==> src/rtl/sksx_pkg.sv <==
// sksx_pkg: shared types and constants of the skip/subtract/swap datapath
package sksx_pkg;

  localparam int DATA_WIDTH = 8;
  localparam int BIT_SEL_WIDTH = 3;
  localparam int NIBBLE = 4;
  localparam logic [7:0] ACC_RESET = 8'h00;
  localparam logic [7:0] ONE_BYTE = 8'h01;
  localparam logic [7:0] ZERO_BYTE = 8'h00;
  // cycles taken by a skip that is taken (dummy slot included)
  localparam int SKIP_CYCLES = 2;
  localparam logic [1:0] DUMMY_COUNT = 2'h1;

  // operations carried out by this group
  typedef enum logic [2:0] {
    SKSX_OP_NONE,
    SKSX_OP_INCR_SKIP_ZERO_ACCUM,
    SKSX_OP_BIT_SET_SKIP,
    SKSX_OP_DEDUCT_MEM_INTO_ACCUM,
    SKSX_OP_DEDUCT_INTO_MEM,
    SKSX_OP_DEDUCT_IMM,
    SKSX_OP_NIBBLE_EXCHANGE_MEM,
    SKSX_OP_NIBBLE_EXCHANGE_TO_ACCUM
  } sksx_op_type;

  // status flags held by the core
  typedef struct packed {
    logic signedRangeBit;
    logic nullResultBit;
    logic halfBorrowBit;
    logic noBorrowBit;
  } sksx_flags_type;

  // status flags after reset
  localparam sksx_flags_type FLAGS_RESET = 4'h0;

  // one instruction issued by the fetch unit
  typedef struct packed {
    sksx_op_type               op;
    logic [BIT_SEL_WIDTH-1:0]  bitSel;
    logic [DATA_WIDTH-1:0]     immediate;
  } sksx_instr_type;

  // write request toward data memory
  typedef struct packed {
    logic                  enable;
    logic [DATA_WIDTH-1:0] data;
  } sksx_memwr_type;

endpackage : sksx_pkg

==> src/rtl/sksx_exec.sv <==
// sksx_exec: execution datapath for skip, subtract and nibble-swap group
//
// Summary of operation
// - increment-skip writes byte plus one to accumulator
// - skip next instruction when incremented byte is zero
// - taken skip costs two cycles via dummy
// - bit-set skip skips when selected bit is one
// - subtract memory from accumulator, flags updated
// - no-borrow cleared on negative, else set
// - subtract into memory writes difference back
// - immediate subtract from accumulator, flags updated
// - nibble swap in memory, flags untouched
// - nibble swap into accumulator, memory untouched
`timescale 1ns/1ns
module sksx_exec (
  // clock and reset
  input  wire logic                      clock,
  input  wire logic                      rst,
  // instruction from the fetch unit
  input  wire logic                      instrValid,
  input  wire sksx_pkg::sksx_instr_type  instr,
  // operand read from data memory
  input  wire logic [7:0]                memData,
  // data memory write request
  output sksx_pkg::sksx_memwr_type       memWrite,
  // architectural state
  output logic [7:0]                     accum,
  output sksx_pkg::sksx_flags_type       flags,
  // fetch control
  output logic                           skipNext,
  output logic                           dummySlot,
  output logic                           busy
);

  // nibble exchange used for both swap forms
  function automatic logic [7:0] nibble_swap(input logic [7:0] v);
    nibble_swap = {v[3:0], v[7:4]};
  endfunction : nibble_swap

  // operation decode, shared by the datapath and its checks
  function automatic logic op_is(input sksx_pkg::sksx_op_type op,
                                 input sksx_pkg::sksx_op_type want);
    op_is = (op == want);
  endfunction : op_is

  sksx_pkg::sksx_op_type     activeOp;
  sksx_pkg::sksx_flags_type  subFlags;
  sksx_pkg::sksx_flags_type  next_flags;
  sksx_pkg::sksx_memwr_type  next_memWrite;
  logic [7:0]                subMinus;
  logic [7:0]                subDiff;
  logic [7:0]                incrValue;
  logic [7:0]                next_accum;
  logic                      selBit;
  logic                      takeSkip;
  logic                      isSubtract;
  logic                      dummyPending;
  logic                      issue;
  logic                      isIncr;
  logic                      isBitSkip;
  logic                      isSubAcc;
  logic                      isSubMem;
  logic                      isSubImm;
  logic                      isSwapMem;
  logic                      isSwapAcc;

  typedef enum logic {SKSX_RUN, SKSX_DUMMY} sksx_state_type;
  sksx_state_type state;
  sksx_state_type next_state;

  // instructions are taken only outside the dummy slot
  assign issue    = instrValid & (state == SKSX_RUN);
  assign activeOp = issue ? instr.op : sksx_pkg::SKSX_OP_NONE;

  // one strobe per taken operation
  // all low in the dummy slot, so an offer there does nothing
  assign isIncr    = op_is(activeOp,
                           sksx_pkg::SKSX_OP_INCR_SKIP_ZERO_ACCUM);
  assign isBitSkip = op_is(activeOp,
                           sksx_pkg::SKSX_OP_BIT_SET_SKIP);
  assign isSubAcc  = op_is(activeOp,
                           sksx_pkg::SKSX_OP_DEDUCT_MEM_INTO_ACCUM);
  assign isSubMem  = op_is(activeOp,
                           sksx_pkg::SKSX_OP_DEDUCT_INTO_MEM);
  assign isSubImm  = op_is(activeOp,
                           sksx_pkg::SKSX_OP_DEDUCT_IMM);
  assign isSwapMem = op_is(activeOp,
                           sksx_pkg::SKSX_OP_NIBBLE_EXCHANGE_MEM);
  assign isSwapAcc = op_is(activeOp,
                           sksx_pkg::SKSX_OP_NIBBLE_EXCHANGE_TO_ACCUM);

  // operand selection and shared subtractor
  // the immediate form borrows the memory subtract path
  assign subMinus   = isSubImm ? instr.immediate : memData;
  assign incrValue  = memData + sksx_pkg::ONE_BYTE;
  assign selBit     = memData[instr.bitSel];
  assign isSubtract = isSubAcc | isSubMem | isSubImm;

  sksx_subtractor u_sub (
    .minuend    (accum),
    .subtrahend (subMinus),
    .difference (subDiff),
    .flags      (subFlags)
  );

  // skip decision
  // only a taken skip opens the dummy slot
  assign takeSkip =
      (isIncr & (incrValue == sksx_pkg::ZERO_BYTE))
    | (isBitSkip & selBit);

  // next accumulator, flags and memory write
  always_comb begin
    next_accum           = accum;
    next_flags           = flags;
    next_memWrite.enable = 1'b0;
    next_memWrite.data   = sksx_pkg::ZERO_BYTE;
    unique case (activeOp)
      sksx_pkg::SKSX_OP_INCR_SKIP_ZERO_ACCUM: begin
        next_accum = incrValue;
      end
      sksx_pkg::SKSX_OP_DEDUCT_MEM_INTO_ACCUM,
      sksx_pkg::SKSX_OP_DEDUCT_IMM: begin
        next_accum = subDiff;
        next_flags = subFlags;
      end
      sksx_pkg::SKSX_OP_DEDUCT_INTO_MEM: begin
        next_memWrite.enable = 1'b1;
        next_memWrite.data   = subDiff;
        next_flags           = subFlags;
      end
      sksx_pkg::SKSX_OP_NIBBLE_EXCHANGE_MEM: begin
        next_memWrite.enable = 1'b1;
        next_memWrite.data   = nibble_swap(memData);
      end
      sksx_pkg::SKSX_OP_NIBBLE_EXCHANGE_TO_ACCUM: begin
        next_accum = nibble_swap(memData);
      end
      default: begin
      end
    endcase
  end

  // dummy slot sequencing for taken skips
  assign next_state   = (state == SKSX_RUN && takeSkip) ? SKSX_DUMMY
                                                        : SKSX_RUN;
  assign dummyPending = (next_state == SKSX_DUMMY);

  // architectural registers
  always_ff @(posedge clock or posedge rst) begin
    if (rst) begin
      accum    <= sksx_pkg::ACC_RESET;
      flags    <= sksx_pkg::FLAGS_RESET;
      memWrite <= '0;
    end else begin
      accum    <= next_accum;
      flags    <= next_flags;
      memWrite <= next_memWrite;
    end
  end

  // fetch control registers
  // busy mirrors the dummy slot; offers then are dropped
  always_ff @(posedge clock or posedge rst) begin
    if (rst) begin
      state     <= SKSX_RUN;
      skipNext  <= 1'b0;
      dummySlot <= 1'b0;
      busy      <= 1'b0;
    end else begin
      state     <= next_state;
      skipNext  <= takeSkip;
      dummySlot <= dummyPending;
      busy      <= dummyPending;
    end
  end

  // checks
  // sign-extended difference, read by the overflow check only
  // nine bits hold every exact result, so bits 8 and 7 differ on overflow
  logic [8:0] signedWide;
  assign signedWide = {accum[7], accum} - {subMinus[7], subMinus};

  // increment and skip forms
  chk_incr_accum: assert property (
    @(posedge clock) disable iff (rst)
    isIncr |=> accum == $past(memData) + 8'h01 && !memWrite.enable)
    else $error("increment result wrong");

  chk_incr_skip: assert property (
    @(posedge clock) disable iff (rst)
    isIncr |=> skipNext == (accum == 8'h00))
    else $error("increment skip mismatch");

  chk_bit_skip: assert property (
    @(posedge clock) disable iff (rst)
    isBitSkip |=> skipNext == $past(memData[instr.bitSel]))
    else $error("bit skip mismatch");

  chk_skip_source: assert property (
    @(posedge clock) disable iff (rst)
    skipNext |-> $past(isIncr) || $past(isBitSkip))
    else $error("skip without a skip instruction");

  // dummy slot after a taken skip
  chk_skip_two_cycles: assert property (
    @(posedge clock) disable iff (rst)
    skipNext |-> dummySlot ##1 !dummySlot)
    else $error("skip not two cycles");

  chk_skip_pulse: assert property (
    @(posedge clock) disable iff (rst)
    skipNext |=> !skipNext)
    else $error("skip held past one cycle");

  chk_busy_dummy: assert property (
    @(posedge clock) disable iff (rst)
    busy == dummySlot)
    else $error("busy differs from dummy slot");

  chk_dummy_ignored: assert property (
    @(posedge clock) disable iff (rst)
    dummySlot |=> !skipNext && !memWrite.enable
                  && $stable(accum) && $stable(flags))
    else $error("instruction taken in dummy slot");

  // subtract forms and their flags
  chk_sub_accum: assert property (
    @(posedge clock) disable iff (rst)
    isSubAcc |=> accum == $past(accum) - $past(memData))
    else $error("subtract to accumulator wrong");

  chk_no_borrow: assert property (
    @(posedge clock) disable iff (rst)
    isSubtract |=> flags.noBorrowBit == ($past(accum) >= $past(subMinus)))
    else $error("no-borrow flag wrong");

  chk_sub_mem: assert property (
    @(posedge clock) disable iff (rst)
    isSubMem |=> memWrite.enable
                 && memWrite.data == $past(accum) - $past(memData)
                 && accum == $past(accum))
    else $error("subtract to memory wrong");

  chk_sub_imm: assert property (
    @(posedge clock) disable iff (rst)
    isSubImm |=> accum == $past(accum) - $past(instr.immediate))
    else $error("immediate subtract wrong");

  chk_zero_flag: assert property (
    @(posedge clock) disable iff (rst)
    isSubtract |=> flags.nullResultBit == ($past(accum) == $past(subMinus)))
    else $error("zero flag wrong");

  chk_half_borrow: assert property (
    @(posedge clock) disable iff (rst)
    isSubtract |=> flags.halfBorrowBit
                   == ($past(accum[3:0]) >= $past(subMinus[3:0])))
    else $error("half-borrow flag wrong");

  chk_signed_range: assert property (
    @(posedge clock) disable iff (rst)
    isSubtract |=> flags.signedRangeBit
                   == $past(signedWide[8] ^ signedWide[7]))
    else $error("overflow flag wrong");

  // nibble exchange forms
  chk_swap_mem: assert property (
    @(posedge clock) disable iff (rst)
    isSwapMem |=> memWrite.enable && $stable(flags)
                  && memWrite.data[7:4] == $past(memData[3:0])
                  && memWrite.data[3:0] == $past(memData[7:4]))
    else $error("memory swap wrong");

  chk_swap_accum: assert property (
    @(posedge clock) disable iff (rst)
    isSwapAcc |=> !memWrite.enable
                  && accum[7:4] == $past(memData[3:0])
                  && accum[3:0] == $past(memData[7:4]))
    else $error("accumulator swap wrong");

  chk_write_source: assert property (
    @(posedge clock) disable iff (rst)
    memWrite.enable |-> $past(isSubMem) || $past(isSwapMem))
    else $error("memory written by a read-only form");

  // flags move only on a subtract
  chk_flags_held: assert property (
    @(posedge clock) disable iff (rst)
    !isSubtract |=> $stable(flags))
    else $error("flags changed without subtract");

  cov_skip_incr: cover property (@(posedge clock) disable iff (rst)
    issue && instr.op == sksx_pkg::SKSX_OP_INCR_SKIP_ZERO_ACCUM && takeSkip);
  cov_skip_bit: cover property (@(posedge clock) disable iff (rst)
    issue && instr.op == sksx_pkg::SKSX_OP_BIT_SET_SKIP && takeSkip);
  cov_borrow: cover property (@(posedge clock) disable iff (rst)
    issue && isSubtract && !subFlags.noBorrowBit);
  cov_overflow: cover property (@(posedge clock) disable iff (rst)
    issue && isSubtract && subFlags.signedRangeBit);

  // an offer dropped in the dummy slot
  cov_dummy_offer: cover property (@(posedge clock) disable iff (rst)
    dummySlot && instrValid);

endmodule : sksx_exec

==> src/rtl/sksx_subtractor.sv <==
// sksx_subtractor: 8-bit subtract with status flag generation
`timescale 1ns/1ns
module sksx_subtractor (
  // operands
  input  wire logic [7:0]              minuend,
  input  wire logic [7:0]              subtrahend,
  // result
  output logic [7:0]                   difference,
  output sksx_pkg::sksx_flags_type     flags
);

  logic [8:0] fullDiff;
  logic [4:0] lowDiff;

  // full and low-nibble differences, borrow is the top bit
  assign fullDiff   = {1'b0, minuend} - {1'b0, subtrahend};
  assign lowDiff    = {1'b0, minuend[3:0]} - {1'b0, subtrahend[3:0]};
  assign difference = fullDiff[7:0];

  // flag generation
  assign flags.noBorrowBit    = ~fullDiff[8];
  assign flags.nullResultBit  = (fullDiff[7:0] == 8'h00);
  assign flags.halfBorrowBit  = ~lowDiff[4];
  assign flags.signedRangeBit = (minuend[7] ^ subtrahend[7])
                              & (minuend[7] ^ fullDiff[7]);

endmodule : sksx_subtractor
==> config.mk <==
export PLATFORM = sky130hd
export DESIGN_NAME = sksx_exec
export DESIGN_NICKNAME = d
export VERILOG_FILES = /design/src/rtl/sksx_pkg.sv /design/src/rtl/sksx_exec.sv /design/src/rtl/sksx_subtractor.sv
export SDC_FILE = /design/constraint.sdc
export NUM_CORES = 1
export LEC_CHECK = 0
export BUFFER_PORTS_ARGS = -buffer_cell sky130_fd_sc_hd__buf_4
export CAP_MARGIN = 20
export CORE_MARGIN = 4
export CORE_UTILIZATION = 47
export DETAILED_ROUTE_END_ITERATION = 10
export PLACE_DENSITY_LB_ADDON = 0.3
export SLEW_MARGIN = 20
export SYNTH_ARGS = -nofsm -noshare
export SYNTH_HDL_FRONTEND = slang
export SYNTH_SLANG_ARGS = --single-unit
export TNS_END_PERCENT = 20
==> constraint.sdc <==
create_clock -name clock -period 3.5 [get_ports clock]
set_input_delay 0.175 -clock clock [delete_from_list [all_inputs] [get_ports clock]]
set_output_delay 0.175 -clock clock [all_outputs]
set_load 0.005 [all_outputs]
==> impl_metrics.tcl <==
set metrics [dict create \
    avgSynthCellArea_um2 8.60 \
    io_pins 49 \
    syn_inst 208 \
    drive_gt1_share_pct 26.1 \
    crit_slowest_cell "or4_1" \
    relSlewSlack_pct 40.9 \
    drt_iter0_markers 87 \
    syn-num-nets 245 \
    die_height_um 69.7 \
    ys_ff_latch 23 \
    synth-async-reset-ratio_pct 100 \
    antenna_found_initial 0 \
    syn_to_final_growth_pct 24.2 \
    min_path_type "input pin to async pin" \
    ys_types 41 \
    synth_common_cells "23 x dfrtp_1, 21 x nor2_1, 20 x nand2_1" \
    max_cap_viol_count 0 \
    r2r_cells 12 \
    hold_violations 0 \
    fin_hold_ws_ns 0.0940 \
    finalNonFillerCells 297 \
    criticalPathCategory "flop to flop" \
    fillerInstances 346 \
    grt_util_met1_pct 28.0 \
    path_clk_slew_ns 0.09 \
    worstPathArrival_ns 3.44 \
    numCtsBuffers 3 \
    gr-usage-met2_pct 31.1 \
    finalSetupTns_ns 0 \
    r2r_start "state" \
    diodes 0 \
    fin_skew_ns 0.0149 \
    syn_area_mm2 0.00179 \
    worstPathRequired_ns 3.69 \
    ys_warn_count 0 \
    core_region_area_mm2 0.00366 \
    io_buffers 48 \
    wl_per_cell_um 15.6 \
    place_area_mm2 0.00217 \
    track_usage_pct 19.8 \
    routed_wirelength_um 4630 \
    setup_viol 0 \
    fmax_mhz 308 \
    synth_edf_count 0 \
    clockRootBuffer "clkbuf_8" \
    worstSetupEndpointType "flop" \
    path_common_cell "nor2b_1" \
    grt_setup_unrepaired "no" \
    dp_hpwl_um 3640 \
    dieArea_mm2 0.00486 \
    die_w_um 69.7 \
    cts_resized 0 \
    post-synth-top-count-cell "dfrtp_1" \
    worstPathMaxFanout 5 \
    start_util_pct 48.8 \
    yosysTopAreaCell "dfrtp_1" \
    power_w 0.00100 \
    status "finished clean" \
    ys_seq_area_share_pct 32.2 \
    ys_top_cells_by_area "dfrtp_1 32%, ha_1 7.7%, mux2i_1 7.3%" \
    cts_hold_buf 0 \
    final_cell_area_mm2 0.00222 \
    final_nets 287 \
    grt_pass1_wl_um 7720 \
    routed_via_density 5.63 \
    synth_ff_type "dfrtp_1" \
    htree_levels 1 \
    p_per_area_mw_per_mm2 451 \
    slowest_delay_ns 0.56 \
    cts.sink_count 23 \
    antenna_left 0 \
    peakVddDrop_uv 191 \
    crit_chain "nor2b_1 -> and2_1 -> nand3_2 -> buf_4 -> mux2_2 -> fa_1 -> nor2b_1 -> o31a_1 -> a211oi_2 -> xnor2_1 -> or4_1 -> o22ai_2" \
    grt_pass1_vias 1597 \
    grt-busiest-layer "met2" \
    grt_max_degree 26 \
    post-route-period-util_pct 92.7 \
    place.gp.congestion 0.903 \
    vias 1671 \
    insertion_delay_ns 0.27 \
    place_inst 293 \
    post_cts_buffers 0 \
    worstMarginPinSlew_ns 0.885 \
    num_rows 22 \
    first_pass_iters 4 \
    p_leak_nw 1.09 \
    use_met3_pct 2.61 \
    cp-start-kind "flop" \
    clock_path_buffers 2 \
    slew_violations 0 \
    tritoncts "done" \
    crit_path_start "state" \
    grt-ovfl-total 0 \
    drc_errors 0 \
    min_period_ns 3.24 \
    synth_top_area_share_pct 32.2 \
]
## registers in the layout (all words and copies together) (netlist names)
signal	count
accum	8
memWrite	9
skipNext	1
state	1
flags	4
## per-stage QoR
| stage | setup WS, ns | util (%) |
|---|---|---|
| after detailed placement | 0.217 | 59.3 |
| after floorplan | 0.0961 | - |
| after global placement | 0.307 | 59.3 |
| final | 0.256 | 60.7 |
| after CTS | 0.199 | 60.5 |
| after global routing | 0.104 | 60.7 |
## report_power, final
group / internal (W) / switching, W / total, W / leakage, nW
sequential: 0.000307 / 0.0000322 / 0.000339 / 0.291
clock: 0.0000793 / 0.0000860 / 0.000165 / 0.0255
combinational: 0.000228 / 0.000269 / 0.000497 / 0.772
total: 0.000614 / 0.000387 / 0.00100 / 1.09
## critical path: cells and delay by family (launching register included)
family / cells / cell delay, ns
AO/OA/AOI/OAI: 3 / 0.34
AND/OR/NAND/NOR: 5 / 1.30
flip-flops: 1 / 0.41
buffers and inverters: 1 / 0.22
XOR/XNOR: 1 / 0.18
multiplexers: 1 / 0.30
adder cells (fa/ha/maj): 1 / 0.44
## final timing paths
kind,end,slack (ns)
max in group asynchronous,flags[3],2.85
setup / recovery,flags[2],0.26
hold / removal,accum[2],0.09
hold reg to reg,flags[3],0.53
setup reg to reg,flags[2],0.26
min in group clock,memWrite[6],0.23
## kinds of logic after synthesis
group           count (synthesis)  share of synthesized area [%]
compound gates                 43                           15.5
xor+xnor                       12                           5.88
fa+ha+maj                      12                           8.82
buf+inv                        25                           5.95
flops                          23                           32.2
mux                            18                           11.7
simple gates                   75                           19.9
## final cells by class
class                      count  area (µm²)  share of cell area [%]
clock buffer                   3        41.3                    1.86
clock inverter                 1        5.00                   0.225
inverter                      10        37.5                    1.69
multi-input combinational    160        1110                    50.0
sequential                    23         576                    25.9
tap                           48        60.1                    2.70
timing repair buffer          52         390                    17.6
## metal layers
metal | up-vias | share of wire (%)
met5 | - | 0
met4 | 0 | 1.7
met3 | 6 | 6.7
met2 | 64 | 46
met1 | 781 | 45
li1 | 820 | -
## cells in the final DEF (no fill, tap or decap), types with 7 or more instances in the layout
cell      n
a21oi_1  13
a31oi_1   9
buf_4    52
dfrtp_1  23
ha_1     11
inv_1    10
mux2i_1  13
nand2_1  20
nor2_1   21
nor3_1    7
xor2_1    7
No activity file was read; power rests on OpenSTA's default activity.
